### src/rtl/pmr_map.svh
/*
 File holds the constants of the power mode and reset sequencer: register
 offsets, field positions, reset values, encodings and timing counts.
 Assumes a 25 MHz system clock; included by bare name, definitions only.
*/
`ifndef PMR_MAP_SVH
`define PMR_MAP_SVH

// ----------------------------------------------------------------
// Register map (byte offsets on the Avalon-MM slave)
// ----------------------------------------------------------------
`define PMR_OFS_OSC_CTRL 4'h0
`define PMR_OFS_STATUS 4'h4
`define PMR_OFS_MODE 4'h8

// Oscillator control register fields
`define PMR_F_HSEL 0
`define PMR_F_STOPH 1
`define PMR_F_OPERATING_MODE_FIELD_LO 2
`define PMR_F_OPERATING_MODE_FIELD_HI 3
`define PMR_F_LCK_T0 4

// Status register fields (timeout and power-down flags, active low)
`define PMR_F_PD_N 3
`define PMR_F_TO_N 4

// Operating mode field encodings
`define PMR_OPERATING_MODE_FIELD_RUN 2'h0
`define PMR_OPERATING_MODE_FIELD_HALT 2'h1
`define PMR_OPERATING_MODE_FIELD_STANDBY 2'h2

// Mode status encodings
`define PMR_MODE_NORMAL 2'h0
`define PMR_MODE_SLOW 2'h1
`define PMR_MODE_STANDBY 2'h2
`define PMR_MODE_HALT 2'h3

// Reset values
`define PMR_RST_STOPH 1'b0
`define PMR_RST_OPERATING_MODE_FIELD 2'h0
`define PMR_RST_LCK_T0 1'b0
`define PMR_RST_FLAG 1'b1

// Interrupt vector taken after a wake-up with interrupts enabled
`define PMR_IRQ_VECTOR 12'h008

// ----------------------------------------------------------------
// Timing
// ----------------------------------------------------------------
`define PMR_CLK_MHZ 25
`define PMR_CNT_W 23
`define PMR_T_PWRUP0_US 140
`define PMR_T_PWRUP1_US 4500
`define PMR_T_PWRUP2_US 18000
`define PMR_T_PWRUP3_US 72000
`define PMR_T_PWRUP4_US 288000
`define PMR_PWRUP0_CYC (`PMR_T_PWRUP0_US * `PMR_CLK_MHZ)
`define PMR_OST_SHORT_CYC 1
`define PMR_OST_LONG_CYC 16
`define PMR_WAKE_XTAL_CYC 512
`define PMR_WAKE_RC_CYC 16

`endif

### src/rtl/pmr_pkg.sv
/*
 File holds the types of the power mode and reset sequencer.
 Assumes nothing of its surroundings.
*/
package pmr_pkg;

   // Sequencer states
   typedef enum logic [2:0] {
      PMR_ST_HOLD = 3'b000,
      PMR_ST_PWRUP = 3'b001,
      PMR_ST_OSC_START = 3'b010,
      PMR_ST_RUN = 3'b011,
      PMR_ST_STANDBY = 3'b100,
      PMR_ST_HALT = 3'b101,
      PMR_ST_WAKE = 3'b110
   } pmr_state_t;

endpackage

### src/rtl/pmr_sequencer.sv
/*
 File holds the power mode and reset sequencer: operating mode control,
 oscillator gating, wake-up handling and the reset sequence, with its
 control and status registers on an Avalon-MM slave.
 Assumes wake-up events, instruction strobes and the watchdog reset come
 from logic on CLK; reset detectors and the reset pin are asynchronous.
*/
// Decided for this implementation: the address map and the Avalon-MM register port.
`timescale 1ns/1ps
`include "pmr_map.svh"

module pmr_sequencer
   import pmr_pkg::*;
#(
   parameter logic [`PMR_CNT_W-1:0] PWRUP1_CYC = `PMR_CNT_W'(`PMR_T_PWRUP1_US * `PMR_CLK_MHZ),
   parameter logic [`PMR_CNT_W-1:0] PWRUP2_CYC = `PMR_CNT_W'(`PMR_T_PWRUP2_US * `PMR_CLK_MHZ),
   parameter logic [`PMR_CNT_W-1:0] PWRUP3_CYC = `PMR_CNT_W'(`PMR_T_PWRUP3_US * `PMR_CLK_MHZ),
   parameter logic [`PMR_CNT_W-1:0] PWRUP4_CYC = `PMR_CNT_W'(`PMR_T_PWRUP4_US * `PMR_CLK_MHZ)
) (
   // Clock and reset
   input wire logic CLK,
   input wire logic RST_N,
   // Avalon-MM slave
   input wire logic [3:0] AVS_ADDRESS,
   input wire logic AVS_READ,
   input wire logic AVS_WRITE,
   input wire logic [3:0] AVS_BYTEENABLE,
   input wire logic [31:0] AVS_WRITEDATA,
   output logic [31:0] AVS_READDATA,
   output logic AVS_WAITREQUEST,
   // Reset sources (detectors and pin are asynchronous)
   input wire logic POWER_ON_DETECT,
   input wire logic LOW_VOLTAGE_RESET,
   input wire logic EXTERNAL_RESET_PIN_N,
   input wire logic WDT_TIMEOUT_RESET,
   // Configuration word
   input wire logic CFG_STARTUP_FAST,
   input wire logic CFG_EXT_HIGH_CRYSTAL_OPTION,
   input wire logic CFG_EXT_CRYSTAL_OPTION,
   input wire logic CFG_EXT_LOW_CRYSTAL_OPTION,
   input wire logic [2:0] CFG_PWRUP_SEL,
   input wire logic CFG_TIMER0_LOW_SRC,
   // Core strobes and state
   input wire logic SLEEP_INSTR,
   input wire logic WATCHDOG_CLEAR_INSTR,
   input wire logic GLOBAL_IRQ_ENABLE,
   // Wake-up events
   input wire logic TMR0_OVERFLOW,
   input wire logic TMR1_UNDERFLOW,
   input wire logic TMR2_UNDERFLOW,
   input wire logic TMR3_UNDERFLOW,
   input wire logic CCP_IRQ,
   input wire logic WDT_TIMEOUT_IRQ,
   input wire logic PORT_CHANGE_IRQ,
   input wire logic EXTERNAL_IRQ0,
   input wire logic EXTERNAL_IRQ1,
   input wire logic LVD_IRQ,
   input wire logic CMP_IRQ,
   input wire logic ADC_DONE_IRQ,
   // Clock and power control
   output logic SYS_CLK_HIGH,
   output logic HIGH_OSC_EN,
   output logic LOW_OSC_EN,
   output logic TIMER0_LOW_CLK,
   output logic TIMER_RUN_EN,
   output logic PERIPH_EN,
   output logic CPU_RUN,
   output logic CORE_RESET_N,
   output logic [1:0] MODE,
   // Core handshakes and flags
   output logic WDT_CLEAR,
   output logic WAKE_IRQ_BRANCH,
   output logic WAKE_CONTINUE,
   output logic [11:0] BRANCH_VECTOR,
   output logic TIMEOUT_FLAG_N,
   output logic POWER_DOWN_FLAG_N
);

   // ----------------------------------------------------------------
   // Input synchronisers
   // ----------------------------------------------------------------
   logic [1:0] por_sync_r, por_sync_nxt;
   logic [1:0] lvr_sync_r, lvr_sync_nxt;
   logic [1:0] pin_sync_r, pin_sync_nxt;

   // Two stages each; only the second stage is read by logic
   always_comb begin
      por_sync_nxt = {por_sync_r[0], POWER_ON_DETECT};
      lvr_sync_nxt = {lvr_sync_r[0], LOW_VOLTAGE_RESET};
      pin_sync_nxt = {pin_sync_r[0], EXTERNAL_RESET_PIN_N};
   end

   always_ff @(posedge CLK) begin
      if (!RST_N) begin
         por_sync_r <= 2'h0;
         lvr_sync_r <= 2'h0;
         pin_sync_r <= 2'h3;
      end else begin
         por_sync_r <= por_sync_nxt;
         lvr_sync_r <= lvr_sync_nxt;
         pin_sync_r <= pin_sync_nxt;
      end
   end

   logic por_lvr;
   logic pin_rst;
   logic reset_evt;
   assign por_lvr = por_sync_r[1] | lvr_sync_r[1];
   assign pin_rst = ~pin_sync_r[1];
   assign reset_evt = por_lvr | pin_rst | WDT_TIMEOUT_RESET;

   // ----------------------------------------------------------------
   // Wake sources and wait lengths
   // ----------------------------------------------------------------
   logic halt_wake;
   logic stby_wake;
   logic any_xtal;
   logic [`PMR_CNT_W-1:0] pwrup_target;
   logic [`PMR_CNT_W-1:0] ost_target;
   logic [`PMR_CNT_W-1:0] wake_target;

   // Halt keeps only the few sources that need no clock to be seen
   assign halt_wake = WDT_TIMEOUT_IRQ | PORT_CHANGE_IRQ | EXTERNAL_IRQ0 | EXTERNAL_IRQ1;
   assign stby_wake = halt_wake | TMR0_OVERFLOW | TMR1_UNDERFLOW | TMR2_UNDERFLOW
      | TMR3_UNDERFLOW | CCP_IRQ | LVD_IRQ | CMP_IRQ | ADC_DONE_IRQ;
   assign any_xtal = CFG_EXT_HIGH_CRYSTAL_OPTION | CFG_EXT_CRYSTAL_OPTION
      | CFG_EXT_LOW_CRYSTAL_OPTION;
   assign wake_target = any_xtal ? `PMR_CNT_W'(`PMR_WAKE_XTAL_CYC)
                                 : `PMR_CNT_W'(`PMR_WAKE_RC_CYC);
   assign ost_target = (CFG_PWRUP_SEL == 3'h0) ? `PMR_CNT_W'(`PMR_OST_SHORT_CYC)
                                               : `PMR_CNT_W'(`PMR_OST_LONG_CYC);

   // Power-up time select; codes above four all give the longest time
   always_comb begin
      case (CFG_PWRUP_SEL)
         3'h0: pwrup_target = `PMR_CNT_W'(`PMR_PWRUP0_CYC);
         3'h1: pwrup_target = PWRUP1_CYC;
         3'h2: pwrup_target = PWRUP2_CYC;
         3'h3: pwrup_target = PWRUP3_CYC;
         default: pwrup_target = PWRUP4_CYC;
      endcase
   end

   // ----------------------------------------------------------------
   // Bus slave: one wait state, then the answer
   // ----------------------------------------------------------------
   logic waitreq_r, waitreq_nxt;
   logic [31:0] rdata_r, rdata_nxt;
   logic bus_wr;
   logic hsel_r, stoph_r, lck_r, to_n_r, pd_n_r;
   logic [1:0] operating_mode_field_r;
   logic [1:0] mode_r;

   assign bus_wr = AVS_WRITE & ~waitreq_r;

   // Read data is captured while waitrequest is high, so it stands at the answer edge
   always_comb begin
      waitreq_nxt = ~((AVS_READ | AVS_WRITE) & waitreq_r);
      rdata_nxt = rdata_r;
      if (AVS_READ && waitreq_r) begin
         case (AVS_ADDRESS)
            `PMR_OFS_OSC_CTRL: rdata_nxt = {27'h0, lck_r, operating_mode_field_r, stoph_r, hsel_r};
            `PMR_OFS_STATUS: rdata_nxt = {27'h0, to_n_r, pd_n_r, 3'h0};
            `PMR_OFS_MODE: rdata_nxt = {30'h0, mode_r};
            default: rdata_nxt = 32'h0;
         endcase
      end
   end

   always_ff @(posedge CLK) begin
      if (!RST_N) begin
         waitreq_r <= 1'b1;
         rdata_r <= 32'h0;
      end else begin
         waitreq_r <= waitreq_nxt;
         rdata_r <= rdata_nxt;
      end
   end

   assign AVS_WAITREQUEST = waitreq_r;
   assign AVS_READDATA = rdata_r;

   // ----------------------------------------------------------------
   // Mode and reset sequencer
   // ----------------------------------------------------------------
   pmr_state_t state_r, state_nxt;
   logic [`PMR_CNT_W-1:0] cnt_r, cnt_nxt;
   logic hsel_nxt, stoph_nxt, lck_nxt, to_n_nxt, pd_n_nxt;
   logic [1:0] operating_mode_field_nxt;
   logic gie_hold_r, gie_hold_nxt;
   logic wdt_clr_r, wdt_clr_nxt;
   logic branch_r, branch_nxt;
   logic cont_r, cont_nxt;
   logic halt_go;
   logic resume;

   assign halt_go = SLEEP_INSTR | (operating_mode_field_r == `PMR_OPERATING_MODE_FIELD_HALT);

   always_comb begin
      state_nxt = state_r;
      cnt_nxt = cnt_r;
      hsel_nxt = hsel_r;
      stoph_nxt = stoph_r;
      lck_nxt = lck_r;
      operating_mode_field_nxt = operating_mode_field_r;
      to_n_nxt = to_n_r;
      pd_n_nxt = pd_n_r;
      gie_hold_nxt = gie_hold_r;
      wdt_clr_nxt = 1'b0;
      resume = 1'b0;
      // Stop bit and mode field land together from one write
      if (bus_wr && AVS_ADDRESS == `PMR_OFS_OSC_CTRL && AVS_BYTEENABLE[0]) begin
         hsel_nxt = AVS_WRITEDATA[`PMR_F_HSEL];
         stoph_nxt = AVS_WRITEDATA[`PMR_F_STOPH];
         operating_mode_field_nxt = AVS_WRITEDATA[`PMR_F_OPERATING_MODE_FIELD_HI:`PMR_F_OPERATING_MODE_FIELD_LO];
         lck_nxt = AVS_WRITEDATA[`PMR_F_LCK_T0];
      end
      case (state_r)
         PMR_ST_HOLD: begin
            state_nxt = PMR_ST_PWRUP;
            cnt_nxt = pwrup_target - `PMR_CNT_W'(1);
         end
         PMR_ST_PWRUP: begin
            if (cnt_r == '0) begin
               state_nxt = PMR_ST_OSC_START;
               cnt_nxt = ost_target - `PMR_CNT_W'(1);
            end else begin
               cnt_nxt = cnt_r - `PMR_CNT_W'(1);
            end
         end
         PMR_ST_OSC_START: begin
            if (cnt_r == '0) begin
               state_nxt = PMR_ST_RUN;
            end else begin
               cnt_nxt = cnt_r - `PMR_CNT_W'(1);
            end
         end
         PMR_ST_RUN: begin
            if (halt_go) begin
               state_nxt = PMR_ST_HALT;
               to_n_nxt = 1'b1;
               pd_n_nxt = 1'b0;
               wdt_clr_nxt = 1'b1;
               gie_hold_nxt = GLOBAL_IRQ_ENABLE;
            end else if (operating_mode_field_r == `PMR_OPERATING_MODE_FIELD_STANDBY) begin
               state_nxt = PMR_ST_STANDBY;
               gie_hold_nxt = GLOBAL_IRQ_ENABLE;
            end else if (WATCHDOG_CLEAR_INSTR) begin
               to_n_nxt = 1'b1;
               pd_n_nxt = 1'b1;
            end
         end
         PMR_ST_STANDBY: begin
            // An oscillator never stopped, so execution resumes at once
            if (stby_wake) begin
               resume = 1'b1;
            end
         end
         PMR_ST_HALT: begin
            if (halt_wake) begin
               state_nxt = PMR_ST_WAKE;
               cnt_nxt = wake_target - `PMR_CNT_W'(1);
            end
         end
         PMR_ST_WAKE: begin
            if (cnt_r == '0) begin
               resume = 1'b1;
            end else begin
               cnt_nxt = cnt_r - `PMR_CNT_W'(1);
            end
         end
         default: state_nxt = PMR_ST_HOLD;
      endcase
      // Clearing the field keeps the block from dropping straight back in
      if (resume) begin
         state_nxt = PMR_ST_RUN;
         operating_mode_field_nxt = `PMR_OPERATING_MODE_FIELD_RUN;
      end
      // Reset events override everything and reload the registers
      if (reset_evt) begin
         state_nxt = PMR_ST_HOLD;
         hsel_nxt = CFG_STARTUP_FAST;
         stoph_nxt = `PMR_RST_STOPH;
         operating_mode_field_nxt = `PMR_RST_OPERATING_MODE_FIELD;
         lck_nxt = `PMR_RST_LCK_T0;
         wdt_clr_nxt = 1'b0;
         resume = 1'b0;
         if (por_lvr) begin
            to_n_nxt = 1'b1;
            pd_n_nxt = 1'b1;
         end else if (WDT_TIMEOUT_RESET) begin
            to_n_nxt = 1'b0;
            pd_n_nxt = (state_r != PMR_ST_HALT);
         end else if (state_r == PMR_ST_HALT) begin
            to_n_nxt = 1'b1;
            pd_n_nxt = 1'b1;
         end
      end
      branch_nxt = resume & gie_hold_r;
      cont_nxt = resume & ~gie_hold_r;
   end

   always_ff @(posedge CLK) begin
      if (!RST_N) begin
         state_r <= PMR_ST_HOLD;
         cnt_r <= '0;
         hsel_r <= CFG_STARTUP_FAST;
         stoph_r <= `PMR_RST_STOPH;
         operating_mode_field_r <= `PMR_RST_OPERATING_MODE_FIELD;
         lck_r <= `PMR_RST_LCK_T0;
         to_n_r <= `PMR_RST_FLAG;
         pd_n_r <= `PMR_RST_FLAG;
         gie_hold_r <= 1'b0;
         wdt_clr_r <= 1'b0;
         branch_r <= 1'b0;
         cont_r <= 1'b0;
      end else begin
         state_r <= state_nxt;
         cnt_r <= cnt_nxt;
         hsel_r <= hsel_nxt;
         stoph_r <= stoph_nxt;
         operating_mode_field_r <= operating_mode_field_nxt;
         lck_r <= lck_nxt;
         to_n_r <= to_n_nxt;
         pd_n_r <= pd_n_nxt;
         gie_hold_r <= gie_hold_nxt;
         wdt_clr_r <= wdt_clr_nxt;
         branch_r <= branch_nxt;
         cont_r <= cont_nxt;
      end
   end

   // ----------------------------------------------------------------
   // Clock and power outputs, registered in step with the state
   // ----------------------------------------------------------------
   logic run_n, stby_n, halt_n, hosc_r, hosc_nxt, losc_r, losc_nxt;
   logic t0lck_r, t0lck_nxt, tmr_r, tmr_nxt, core_rn_r, core_rn_nxt;
   logic prun_r, prun_nxt;
   logic [1:0] mode_nxt;

   // High oscillator stops in halt, and otherwise only on request once the low clock runs the core
   always_comb begin
      run_n = (state_nxt == PMR_ST_RUN);
      stby_n = (state_nxt == PMR_ST_STANDBY);
      halt_n = (state_nxt == PMR_ST_HALT);
      hosc_nxt = ~halt_n & ~((run_n | stby_n) & stoph_nxt & ~hsel_nxt);
      losc_nxt = ~halt_n;
      t0lck_nxt = lck_nxt & CFG_TIMER0_LOW_SRC & ~halt_n;
      tmr_nxt = run_n | stby_n;
      prun_nxt = run_n;
      core_rn_nxt = run_n | stby_n | halt_n | (state_nxt == PMR_ST_WAKE);
      if (halt_n || state_nxt == PMR_ST_WAKE) begin
         mode_nxt = `PMR_MODE_HALT;
      end else if (stby_n) begin
         mode_nxt = `PMR_MODE_STANDBY;
      end else begin
         mode_nxt = hsel_nxt ? `PMR_MODE_NORMAL : `PMR_MODE_SLOW;
      end
   end

   always_ff @(posedge CLK) begin
      if (!RST_N) begin
         hosc_r <= 1'b1;
         losc_r <= 1'b1;
         t0lck_r <= 1'b0;
         tmr_r <= 1'b0;
         prun_r <= 1'b0;
         core_rn_r <= 1'b0;
         mode_r <= `PMR_MODE_NORMAL;
      end else begin
         hosc_r <= hosc_nxt;
         losc_r <= losc_nxt;
         t0lck_r <= t0lck_nxt;
         tmr_r <= tmr_nxt;
         prun_r <= prun_nxt;
         core_rn_r <= core_rn_nxt;
         mode_r <= mode_nxt;
      end
   end

   assign SYS_CLK_HIGH = hsel_r;
   assign HIGH_OSC_EN = hosc_r;
   assign LOW_OSC_EN = losc_r;
   assign TIMER0_LOW_CLK = t0lck_r;
   assign TIMER_RUN_EN = tmr_r;
   assign PERIPH_EN = prun_r;
   assign CPU_RUN = prun_r;
   assign CORE_RESET_N = core_rn_r;
   assign MODE = mode_r;
   assign WDT_CLEAR = wdt_clr_r;
   assign WAKE_IRQ_BRANCH = branch_r;
   assign WAKE_CONTINUE = cont_r;
   assign BRANCH_VECTOR = `PMR_IRQ_VECTOR;
   assign TIMEOUT_FLAG_N = to_n_r;
   assign POWER_DOWN_FLAG_N = pd_n_r;

   // ----------------------------------------------------------------
   // Checks
   // ----------------------------------------------------------------
   logic [`PMR_CNT_W-1:0] seg_len_r;

   // Cycles spent so far in the current state
   always_ff @(posedge CLK) begin
      if (!RST_N || state_nxt != state_r) begin
         seg_len_r <= '0;
      end else begin
         seg_len_r <= seg_len_r + `PMR_CNT_W'(1);
      end
   end
endmodule // pmr_sequencer

### config.mk
export PLATFORM = sky130hd
export DESIGN_NAME = pmr_sequencer
export DESIGN_NICKNAME = d
export VERILOG_FILES = /design/src/rtl/pmr_pkg.sv /design/src/rtl/pmr_sequencer.sv
export VERILOG_INCLUDE_DIRS = /design/src /design/src/rtl
export SDC_FILE = /design/constraint.sdc
export NUM_CORES = 1
export LEC_CHECK = 0
export ABC_AREA = 1
export BUFFER_PORTS_ARGS = -buffer_cell sky130_fd_sc_hd__buf_2
export CAP_MARGIN = 40
export CORE_UTILIZATION = 50
export DETAILED_ROUTE_END_ITERATION = 12
export MAX_ROUTING_LAYER = met4
export PLACE_DENSITY = 0.81
export SLEW_MARGIN = 20
export SYNTH_ARGS = -nofsm -noshare
export SYNTH_HDL_FRONTEND = slang
export SYNTH_SLANG_ARGS = --single-unit
### constraint.sdc
create_clock -name CLK -period 2.7 [get_ports CLK]
set_input_delay 0.27 -clock CLK [delete_from_list [all_inputs] [get_ports CLK]]
set_output_delay 0.27 -clock CLK [all_outputs]
set_load 0.01 [all_outputs]
==> flow_results.org, run 1 <==
** Outcome
- The flow ran to the end, and the final reports show no timing, DRC or antenna violations.

** Floorplanning
- The die is 86.9 um tall.
- During I/O placement, the number of pins put on the boundary was 131.
- Horizontal die dimension :: 86.9 um
- The floorplan has 30 rows.
- Floorplan die area :: 0.00755 mm2
- Starting density of the core :: 0.524
- Placeable core region :: 0.00687 mm2

** Power and ir drop
- Maximum VDD drop :: 0.300 mV
- Total design power :: 2.09 mW
- In this run the power density over the cells is 516 mW/mm2.
- Leakage component of the power :: 2.00 nW

** Yosys
- The synthesized netlist contains 41 unique library cells.
- Cell types with the largest area share after synthesis :: sky130_fd_sc_hd__dfxtp_1 32%, sky130_fd_sc_hd__nand2_1 9.2%, sky130_fd_sc_hd__buf_4 8.3%
- Post-synth EDFFs :: 0
- Fraction of post-synthesis cell area in the top cell type by area :: 0.317
- Sequential-to-total area share from yosys stat :: 0.317
- Synth async-reset ratio :: 0
- Post-synthesis cell area :: 0.00360 mm2
- After synthesis, the most frequently instantiated cells are 88 x sky130_fd_sc_hd__nand2_1, 63 x sky130_fd_sc_hd__inv_1, 60 x sky130_fd_sc_hd__nor2_1.
- Synth Warn # :: 0
- Prevailing post-synth register cell :: sky130_fd_sc_hd__dfxtp_1
- Count leader, synth :: sky130_fd_sc_hd__nand2_1
- Cell type with the largest total area after synthesis :: sky130_fd_sc_hd__dfxtp_1
- Number of synthesized register bits :: 57
- Synthesis handed over a netlist of 526 instances.
- Dividing the synthesized area by the synthesized cell count gives 6.85 um2.

** GRT
- Number of global-route vias before repair :: 3,319
- First-pass GRT wire length :: 14,600 um
- For this run the aggregate overflow at the end of global routing stands at 0.
- The number of antenna violations at the first check in global routing was 0.
- For this run, the total global-route usage over all layers was measured as 0.256.
- Largest net degree at the start of global routing :: 25

** Clock network
- Clk Latency, worst-skew pair :: 0.35 ns
- Post-cts sizing count :: 0
- CTS HTree Levels :: 3
- Post-CTS setup buffer count :: 0
- The tree built by TritonCTS fans out to 57 sinks.
- Root Buffer Master :: sky130_fd_sc_hd__clkbuf_8
- Clock transition at the registers of the reported paths :: 0.07 ns
- The clock passes through at most 2 buffers.
- The number of hold buffers added after CTS was 0.
- Buffers inserted during clock tree synthesis total 9.
- TritonCTS clock tree :: built

** Worst setup path
- Slowest cell on crit path :: sky130_fd_sc_hd__dfxtp_1
- Count of buffering cells on the critical path with inverters included :: 4
- Crit path launch type :: flop
- Critical Path RT :: 2.94 ns
- Library cell appearing most often on the critical path :: sky130_fd_sc_hd__nand2_1
- STA classifies the critical path endpoint as a flop.
- Signal arrival time at the worst endpoint :: 2.52 ns
- The critical path is of the reg -> reg type.
- Critical path fanouts, max :: 6
- Endpoint of the most critical register-to-register path :: LOW_OSC_EN
- Gate family responsible for the most delay along the worst path :: simple AND/OR/NAND/NOR gates
- Reg2reg path depth :: 16
- Largest stage delay, worst path :: 0.45 ns
- The worst register-to-register path begins at state_r[0].
- Traced cell by cell, the critical path runs through inv_1 > ha_1 > nand2_1 > nand2_1 > nor2_1 > nand2_1 > nand3_1 > nand2_1 > inv_1 > nand2_1 > nand2_1 > nand2_1 > nor2_2 > inv_2 > nor3_2 > inv_1.
- The setup check on the worst reg-to-reg path leaves a slack of 0.42 ns.

** STA
- Clock period minus final worst setup slack :: 2.28 ns
- The max-slew violation count was 0.
- Post-route clock period utilization :: 0.843
- Setup repair after global routing left no endpoint under its margin.
- The final-report hold violation count came to 0.
- Setup violations remaining at the end of the flow were counted as 0.
- Adding up every negative setup slack in the final design gives 0 ns.
- Peak Freq :: 0.439 GHz
- After layout, the worst setup slack is 0.424 ns.
- For the final database, setup skew stands at 0.00893 ns.

** Hold path
- Worst hold path depth :: 2
- The tightest min-delay check is of the in -> reg type.
- For hold timing, the worst endpoint is pin_sync_r[0].
- Hold Crit Start :: EXTERNAL_RESET_PIN_N

** Routing
- Count of routing violations after the opening detailed-route iteration :: 251
- The pre-antenna-repair detailed-routing pass consisted of 5 iterations.
- Dividing the detail-routed via count by the number of cells gives 5.19.
- The routed design has 8680 um of wire.
- In the final routed layout, each cell accounts on average for 12.5 um.
- In this run the remaining antenna-violating nets after routing total 0.
- Via count :: 3,592
- Post-route DRC violation count :: 0

** Layout
- 0 antenna diodes ended up in the layout.
- Fill cells in the final layout number 663.
- Layout Area Growth over Synthesis :: 12.6%
- Of the cells placed in the final design, the portion with a size suffix greater than 1 is 0.198.
- Post-Layout Inst Area :: 0.00406 mm2
- Final nets :: 670

** Placed design
- Routability-driven placement finished with a final weighted congestion of 0.907.
- Worst setup slack before clock tree synthesis :: 0.470 ns
- After legalization and detailed placement, the total HPWL measured 6560 um.
- Number of buffers inserted by port buffering :: 61
- After detailed placement, the total cell area comes to 0.00386 mm2.

** Run
- Across the run, the number of max-cap violations was 0.
[logic make-up after synthesis]
kind of cell | count (synthesis) | share of synthesized area
other cells | 2 | 0.00209
fa+ha+maj | 8 | 0.0278
xor+xnor | 10 | 0.0243
buf+inv | 118 | 0.167
flops | 57 | 0.317
compound gates | 115 | 0.179
simple gates | 216 | 0.282
[stage by stage]
stage / std cells / util / hold slack (ns)
final: 692 / 0.590 / 0.104
after global routing: 692 / 0.590 / 0.105
after CTS: 692 / 0.590 / 0.103
after detailed placement: 676 / 0.562 / 0.406
after global placement: 676 / 0.562 / 0.395
after floorplan: 563 / - / 0.368
[layer usage]
metal | global-route usage | share of wire | routed length, um
met3 | 0.0521 | 0.077 | 669
met1 | 0.313 | 0.42 | 3660
met4 | 0.120 | 0.022 | 190
met5 | - | 0 | 0
met2 | 0.407 | 0.48 | 4160
[state kept, by name, indices dropped and copies added, names as in the netlist, 2 cells and up]
signal and flops:
cnt_r 23, state_r 3, MODE 2, operating_mode_field_r 2, lvr_sync_r 2, AVS_READDATA 5, por_sync_r 2, pin_sync_r 2
[placed cells by master, fill, tap and decap left out, drive strengths merged, types with 2 or more instances in the layout]
cell / n
o22ai: 4
xor2: 8
or2: 4
a211oi: 4
clkbuf: 9
clkinv: 6
o21ai: 42
o211ai: 4
conb: 39
o31ai: 4
nand4: 4
ha: 8
nand3: 24
buf: 65
nor2: 70
xnor2: 2
inv: 69
nand2: 96
a21oi: 48
nor3: 17
dfxtp: 57
a31oi: 6
[layout make-up]
class / instances / area [um2] / area share
multi-input cells: 388 / 2000 / 0.492
flip-flops and latches: 57 / 1140 / 0.281
repair buffers: 65 / 335 / 0.0827
inverters: 70 / 268 / 0.0660
clock buffers: 9 / 124 / 0.0305
well taps: 96 / 120 / 0.0296
clock inverters: 7 / 70.1 / 0.0173
[report_power, final]
group          leakage (nW)  switching [mW]  total, mW  internal [mW]
registers             0.469          0.0469      0.932          0.886
clock network        0.0994           0.374      0.799          0.425
logic                  1.43           0.237      0.361          0.125
total                  2.00           0.658       2.09           1.44
[worst max path at each step]
stage / start / end / slack (ns) / cells past startpoint
3_5_place_dp: state_r[0] / LOW_OSC_EN / 0.47 / 16
6_report: state_r[0] / LOW_OSC_EN / 0.42 / 16
3_3_place_gp: state_r[0] / LOW_OSC_EN / 0.52 / 16
4_1_cts: state_r[0] / LOW_OSC_EN / 0.45 / 16
2_1_floorplan: state_r[0] / LOW_OSC_EN / 0.76 / 16
5_1_grt: state_r[0] / LOW_OSC_EN / 0.14 / 16
Note: power is estimated with default switching activity, not from simulation.
==> run 2, diff against run 1 <==
--- a/config.mk
+++ b/config.mk
@@ -9,10 +9,10 @@
 export ABC_AREA = 1
 export BUFFER_PORTS_ARGS = -buffer_cell sky130_fd_sc_hd__buf_2
 export CAP_MARGIN = 40
-export CORE_UTILIZATION = 50
+export CORE_UTILIZATION = 45
 export DETAILED_ROUTE_END_ITERATION = 12
 export MAX_ROUTING_LAYER = met4
-export PLACE_DENSITY = 0.81
+export PLACE_DENSITY = 0.77
 export SLEW_MARGIN = 20
 export SYNTH_ARGS = -nofsm -noshare
 export SYNTH_HDL_FRONTEND = slang
==> constraint.sdc (replaced) <==
create_clock -name CLK -period 1.8 [get_ports CLK]
set_input_delay 0.18 -clock CLK [delete_from_list [all_inputs] [get_ports CLK]]
set_output_delay 0.18 -clock CLK [all_outputs]
set_load 0.01 [all_outputs]
==> flow_results.org, run 2 (synthesis gave the netlist of run 1 again) <==
** Outcome
- The run finished, with violations left.
- Violated checks :: setup timing

** Run
- Max-cap violations in this run came to 0.

** Placed design
- In this run the tool buffered the top-level ports with 61 buffer cells.
- Post-detail-place hpwl :: 7110 um
- Routability-driven placement finished with a final weighted congestion of 0.926.
- Prior to clock tree synthesis, the placed netlist has a worst setup slack of -0.141 ns.
- Post-detailed-placement cell area :: 0.00434 mm2

** Worst setup path
- Along the worst path, the maximum fanout reaches 4.
- The critical path contains buffers and inverters numbering 4 combined.
- Cell-by-cell listing of the critical path :: buf_6 > ha_1 > nand2_1 > nand4_1 > buf_4 > inv_2 > a31oi_2 > nand2_2 > nand2_4 > nor2_4 > inv_2 > nor3_4 > a21oi_2
- On the worst path, the slowest cell contributes a delay of 0.37 ns.
- Critical Path RT :: 2.04 ns
- The startpoint identified for the worst register-to-register timing path is state_r[0].
- STA classifies the critical path startpoint as a flop.
- Among the stages of the critical path, the cell type that occurs most often is sky130_fd_sc_hd__inv_2.
- Gate family responsible for the most delay along the worst path :: simple AND/OR/NAND/NOR gates
- Signal arrival time at the worst endpoint :: 2.12 ns
- For this design, the slowest cell found on the critical path is sky130_fd_sc_hd__dfxtp_4.
- By startpoint and endpoint, the worst setup path is classified as reg -> reg.
- STA classifies the critical path endpoint as a flop.
- Critical Path Start :: state_r[0]

** Layout
- More flip-flops sit in one register than any other, and that register is cnt_r.
- Of the cells placed in the final design, the portion with a size suffix greater than 1 is 0.368.
- Most frequent standard cell in the layout excluding fill and tap cells :: sky130_fd_sc_hd__nand2_1
- Compared with the post-synthesis result, the final layout area differs by 34.7%.
- The number of antenna diodes in the final layout is 0.
- Post-Layout Inst Area :: 0.00485 mm2
- The net count of the finished layout is 735.
- Flip-flop count of the largest register, all copies and words added :: 23
- Leaving out fill and tap cells, the most frequent cells in the layout are 79 x sky130_fd_sc_hd__nand2_1, 63 x sky130_fd_sc_hd__buf_4, 61 x sky130_fd_sc_hd__buf_2, 55 x sky130_fd_sc_hd__inv_1, 50 x sky130_fd_sc_hd__dfxtp_1.

** Routing
- The pre-antenna-repair detailed-routing pass consisted of 5 iterations.
- The detailed router placed 3,852 vias in this run.
- Dividing the detail-routed wire length by the instance count gives 12.7 um.
- The count of nets left with antenna violations once routing finished came out at 0.
- The first routing iteration left 263 violations.
- Via density per instance :: 5.05
- Wire length reported by the detailed router :: 9710 um
- In the routed design, unresolved DRC markers number 0.

** Floorplanning
- IO Count :: 131
- Floorplan die area :: 0.00836 mm2
- In this run the core area contains 32 standard-cell rows.
- Placeable core region :: 0.00773 mm2
- Starting density of the core :: 0.466
- The die is 91.5 um tall.
- In this run the horizontal extent of the chip is 91.5 um.

** GRT
- In the global route stage, overall resource usage came out at 0.229.
- Number of global-route vias before repair :: 3,357
- Entering global routing, the biggest net connects 25 pins.
- First-pass GRT wire length :: 14,900 um
- After global routing the overflow that remains totals 0.
- The number of antenna violations at the first check in global routing was 0.

** Power and ir drop
- Clock power share :: 0.372
- Power per standard cell area :: 696 mW/mm2
- Of the total power, registers draw 0.411.
- Net switching power :: 1.07 mW
- The share of total power dissipated in combinational logic is 0.217.
- Maximum VDD drop :: 0.480 mV
- Switching power share of the total :: 0.317
- The analysis attributes to cell leakage a power of 2.37 nW.
- Internal power :: 2.31 mW

** Clock network
- Number of buffers inserted for hold repair after clock tree synthesis :: 0
- TritonCTS built the clock tree.
- The tree is rooted in a sky130_fd_sc_hd__clkbuf_8.
- The clock net in this run drives a total of 57 sinks.
- CTS HTree Levels :: 3
- Number of buffers created by CTS :: 9
- The later pin in the worst-skew pair is clocked with a latency of 0.35 ns.
- The clock passes through at most 2 buffers.
- Clock transition at the registers of the reported paths :: 0.07 ns

** STA
- Final setup violation count :: 4
- Static timing analysis puts the maximum clock frequency at 0.533 GHz.
- The smallest clock period supported by the final layout is computed as 1.88 ns.
- Hold_ws :: 0.0147 ns
- The max-slew violation count was 0.
- Across the routed clock network, the largest skew measured is 0.00790 ns.
- Final Hold Violating Endpoints :: 0
- Setup total negative slack on the finished layout was measured at -0.251 ns.
- Setup slack after layout :: -0.0774 ns
- Post-route clock period utilization :: 1.04
- Setup repair after global routing missed its margin :: true

** Hold path
- Hold WC Path Type :: in -> reg
- Hold Crit Start :: EXTERNAL_RESET_PIN_N
==> run 2: cell types whose count changed in the layout (fill, tap and decap cells not counted), sizes merged <==
cell      change
buf          +65
clkbuf        +1
inv           +1
clkinvlp      +1
clkinv        -3
==> run 2: power by group through the flow <==
stage,clock (mW),sequential [mW],combinational (mW)
after global routing,1.33,1.40,0.806
final,1.26,1.39,0.732
after CTS,1.27,1.38,0.672
after detailed placement,0,1.41,0.653
after floorplan,0,1.41,0.450
after global placement,0,1.40,0.640
==> run 2: path summary, 6_finish.rpt <==
kind	to	slack, ns	cells past startpoint
setup / recovery	HIGH_OSC_EN	-0.08	13
hold / removal	pin_sync_r[0]	0.01	2
setup reg to reg	HIGH_OSC_EN	-0.08	13
hold reg to reg	lvr_sync_r[1]	0.42	2
==> run 2: layout make-up <==
| cell class | count | area (um2) |
|---|---|---|
| inverters | 70 | 273 |
| flip-flops and latches | 57 | 1150 |
| well taps | 102 | 128 |
| clock buffers | 10 | 138 |
| repair buffers | 130 | 855 |
| fillers | 676 | 2880 |
| multi-input cells | 388 | 2240 |
| clock inverters | 6 | 65.1 |
==> run 2: per-stage QoR <==
stage                      util  std cells  power (mW)
after global routing      0.628        763        3.53
after floorplan               -        563        1.86
after global placement    0.561        737        2.04
after detailed placement  0.561        737        2.06
final                     0.628        763        3.38
after CTS                 0.598        756        3.32
==> run 2: repair_timing <==
action                     CTS  global route
pin swaps                    6            13
setup endpoints to repair   25            28
buffers inserted             3             7
hold endpoints to repair     0             0
gates resized for setup     15            55
==> run 2: metal layers <==
| metal | vias up | GRT usage | share of wire |
|---|---|---|---|
| met2 | 152 | 0.381 | 0.50 |
| met4 | 0 | 0.0767 | 0.021 |
| li1 | 1897 | - | - |
| met3 | 23 | 0.0410 | 0.057 |
| met1 | 1780 | 0.278 | 0.42 |
| met5 | - | - | 0 |
==> run 2: worst reg2reg max path, delay by kind of cell (launching register included) <==
kind | cells | cell delay [ns]
AO/OA/AOI/OAI | 2 | 0.13
adder cells (fa/ha/maj) | 1 | 0.18
buffers and inverters | 4 | 0.40
flip-flops | 1 | 0.37
AND/OR/NAND/NOR | 6 | 0.68
==> run 3, diff against run 2 <==
--- a/config.mk
+++ b/config.mk
@@ -6,14 +6,12 @@
 export SDC_FILE = /design/constraint.sdc
 export NUM_CORES = 1
 export LEC_CHECK = 0
-export ABC_AREA = 1
 export BUFFER_PORTS_ARGS = -buffer_cell sky130_fd_sc_hd__buf_2
 export CAP_MARGIN = 40
 export CORE_UTILIZATION = 45
 export DETAILED_ROUTE_END_ITERATION = 12
 export MAX_ROUTING_LAYER = met4
 export PLACE_DENSITY = 0.77
-export SLEW_MARGIN = 20
 export SYNTH_ARGS = -nofsm -noshare
 export SYNTH_HDL_FRONTEND = slang
 export SYNTH_SLANG_ARGS = --single-unit
==> flow_results.org, run 3 <==
** Layout
- The number of antenna diodes in the final layout is 0.
- Final nets :: 690
- Measured on the finished design, the core utilization comes to 0.693.
- Top library cells by usage in the layout, fill and taps aside :: 109 x sky130_fd_sc_hd__buf_4, 61 x sky130_fd_sc_hd__buf_2, 53 x sky130_fd_sc_hd__dfxtp_1, 39 x sky130_fd_sc_hd__conb_1, 31 x sky130_fd_sc_hd__nor2_1
- In the final layout, the share of cells above drive strength 1 is 0.451.
- The library cell used most frequently in the layout, excluding fill and tap cells, is sky130_fd_sc_hd__buf_4.
- The finished layout holds 718 standard cells, fillers aside.
- Largest reg by FF count :: cnt_r
- Flip-flop count of the largest register, all copies and words added :: 23
- Layout Area Growth over Synthesis :: 49.3%

** Power and ir drop
- The share of total power dissipated in sequential elements is 0.380.
- For this design the total switching power over the nets is 1.13 mW.
- Internal power :: 2.48 mW
- Switching power share of the total :: 0.313
- Comb power frac :: 0.277
- Leakage component of the power :: 2.34 nW
- Total power for the finished layout comes to 3.61 mW.
- The share of total power dissipated in the clock network is 0.343.
- Maximum VDD drop :: 0.464 mV
- Power per standard cell area :: 678 mW/mm2

** Routing
- Via count :: 4,130
- Using the TritonRoute via totals, the vias-per-cell ratio works out to 5.75.
- For this block, the initial DRC count from the detailed router was 383.
- After detailed routing, the average wire length per cell comes to 17.0 um.
- Post-route antenna net violation count :: 0
- For this run, design rule violations remaining after detail routing come to 0.
- Wires add up to 12,200 um.
- The first detailed-routing pass took 5 iterations.

** Yosys
- Ranking of synthesized cells by instance count :: 57 x sky130_fd_sc_hd__dfxtp_1, 40 x sky130_fd_sc_hd__buf_4, 34 x sky130_fd_sc_hd__nor2_1
- Summed over all instances, the cell type with the most area after synthesis is sky130_fd_sc_hd__dfxtp_1.
- Synth Warn # :: 0
- Mean instance size in the synthesized netlist :: 8.24 um2
- By instance count, the leading cell after synthesis is sky130_fd_sc_hd__dfxtp_1.
- Prevailing post-synth register cell :: sky130_fd_sc_hd__dfxtp_1
- Post-synthesis cell area :: 0.00357 mm2
- Synth async-reset ratio :: 0
- Cell count after synthesis :: 433
- Fraction of post-synthesis cell area in the top cell type by area :: 0.320
- Synthesis inferred 57 register bits.
- For this run, the register share of the synthesized area comes to 0.320.
- Count of unique library cells instantiated by Yosys :: 68
- The synthesized design contains 0 enable-type register cells.
- Cell types with the largest area share after synthesis :: sky130_fd_sc_hd__dfxtp_1 32%, sky130_fd_sc_hd__buf_4 8.4%, sky130_fd_sc_hd__o21ai_0 3.6%

** Clock network
- TritonCTS built the clock tree.
- After clock tree synthesis, the clock-pin slew on the worst setup and hold paths is 0.08 ns.
- CTS HTree Levels :: 3
- Clk Latency, worst-skew pair :: 0.35 ns
- The root buffer cell chosen for the clock tree is sky130_fd_sc_hd__clkbuf_8.
- CTS sink count :: 57
- In this run, CTS created clock tree buffers numbering 9.
- Counting along the longest clock path gives a buffer depth of 2.

** Outcome
- Violated checks :: setup timing
- The flow ran to the end, but the final reports show violations.

** Placed design
- Summed over all nets, the half-perimeter wirelength after detailed placement is 7810 um.
- Global placement routability congestion :: 1.00
- Number of buffers inserted by port buffering :: 61
- Count of placed standard cells including taps :: 676

** Floorplanning
- After floorplanning, the core was sized to cover 0.00769 mm2.
- Horizontal die dimension :: 91.0 um
- For this configuration, the core starts out at a cell density of 0.464.
- Height of the die :: 91.0 um
- The floorplan has 32 rows.
- IO Count :: 131
- The floorplan step defined a die boundary enclosing 0.00829 mm2.

** GRT
- Total track usage :: 0.280
- First-pass GRT wire length :: 18,000 um
- The via count of the first global-routing pass was 3,815.
- Largest net degree at the start of global routing :: 22
- The number of antenna violations at the first check in global routing came to 0.
- After global routing the overflow that remains totals 0.

** Worst setup path
- Endpoint of the most critical register-to-register path :: cnt_r[18]
- Along the worst path, the maximum fanout reaches 6.
- The worst setup path is launched from a flop.
- Signal arrival time at the worst endpoint :: 2.71 ns
- Endpoint type of the worst setup path :: flop
- Critical path type :: reg -> reg
- Flop2flop setup slack :: -0.67 ns
- Beginning of the worst register-to-register path :: cnt_r[9]
- At the worst endpoint, the required time is 2.04 ns.
- Reg2reg path depth :: 7

** STA
- Setup repair after global routing missed its margin :: true
- Setup slack after layout :: -0.672 ns
- Setup TNS Final :: -21.69 ns
- Post-route clock period utilization :: 1.37
- On the final layout, the worst hold slack is 0.0296 ns.
- Final setup violation count :: 38
- The final-report hold violation count came to 0.
- Max Clock Skew :: 0.0133 ns
- Clock period minus final worst setup slack :: 2.47 ns
- Static timing analysis puts the maximum clock frequency at 0.404 GHz.
- The max-slew violation count came to 0.

** Hold path
- Worst-case hold path end point :: por_sync_r[0]
- Hold WC Path Type :: in -> reg
- The worst hold path was traced through 2 stages.
- Hold Crit Start :: POWER_ON_DETECT

** Run
- The tool flagged a number of max-cap violations equal to 0.
==> run 3: changes by cell type in the layout (fill, tap and decap cells not counted), sizes merged, moves of 12 or more <==
cell and delta:
a21oi -23, a32o +12, buf +57, inv -52
nand2 -72, nand3 -17, nor2 -35
==> run 3: critical path: stages, from the launching register on <==
cell and delay (ns):
sky130_fd_sc_hd__dfxtp_2 0.32, sky130_fd_sc_hd__or4_4 0.53, sky130_fd_sc_hd__or4_4 0.62, sky130_fd_sc_hd__buf_6 0.16
sky130_fd_sc_hd__o21ai_4 0.25, sky130_fd_sc_hd__buf_4 0.17, sky130_fd_sc_hd__nor2_2 0.07, sky130_fd_sc_hd__a32o_1 0.23
==> run 3: what timing repair did <==
action,4_1_cts,5_1_grt
gates resized for setup,41,50
hold buffers,1,0
setup endpoints to repair,38,39
setup buffers,14,12
hold endpoints to repair,1,0
pin swaps,15,28
gates cloned,3,2
==> run 3: routing by layer <==
| layer | share of wire | wire, um | vias to the layer above | global-route usage |
|---|---|---|---|---|
| met5 | 0 | 0 | - | - |
| met4 | 0.049 | 593 | 0 | 0.161 |
| met3 | 0.085 | 1040 | 65 | 0.0427 |
| met2 | 0.47 | 5770 | 271 | 0.463 |
| met1 | 0.39 | 4790 | 1913 | 0.323 |
| li1 | - | - | 1881 | - |
==> run 3: cell families (layout without fill, tap and decap cells) <==
kind of cell | Yosys count | in the layout | synth area share
AND/OR/NAND/NOR | 138 | 139 | 0.214
adder cells (fa/ha/maj) | 8 | 8 | 0.0281
buffers and inverters | 77 | 221 | 0.128
other | 2 | 39 | 0.00211
XOR/XNOR | 6 | 6 | 0.0147
multiplexers | 10 | 10 | 0.0281
flip-flops | 57 | 57 | 0.320
AO/OA/AOI/OAI | 135 | 136 | 0.266
==> run 3: worst max path at each step <==
stage | startpoint | end | slack (ns)
after global placement | cnt_r[0] | TIMER_RUN_EN | -0.62
after CTS | cnt_r[9] | cnt_r[17] | -0.61
final | cnt_r[9] | cnt_r[18] | -0.67
after detailed placement | cnt_r[0] | CPU_RUN | -0.69
after floorplan | cnt_r[7] | CORE_RESET_N | -0.70
after global routing | cnt_r[0] | cnt_r[11] | -0.75
==> run 3: cell type report <==
class | instances | area, um2
multi-input combinational | 338 | 2460
tap | 102 | 128
clock buffer | 11 | 141
fill | 568 | 2360
timing repair buffer | 188 | 1330
clock inverter | 5 | 63.8
sequential | 57 | 1150
inverter | 17 | 63.8
==> run 3: power by group through the flow <==
stage          sequential, mW  clock, mW  combinational, mW
6_report                 1.37       1.24               1.00
3_5_place_dp             1.40          0              0.804
2_1_floorplan            1.41          0              0.492
4_1_cts                  1.37       1.25              0.879
3_3_place_gp             1.39          0              0.785
5_1_grt                  1.38       1.31               1.06
==> run 3: stage by stage <==
step | cell area (um2) | setup slack, ns
floorplan | 3800 | -0.699
global placement | 4580 | -0.615
detailed placement | 4580 | -0.689
CTS | 5110 | -0.609
global route | 5330 | -0.754
finish | 5330 | -0.672
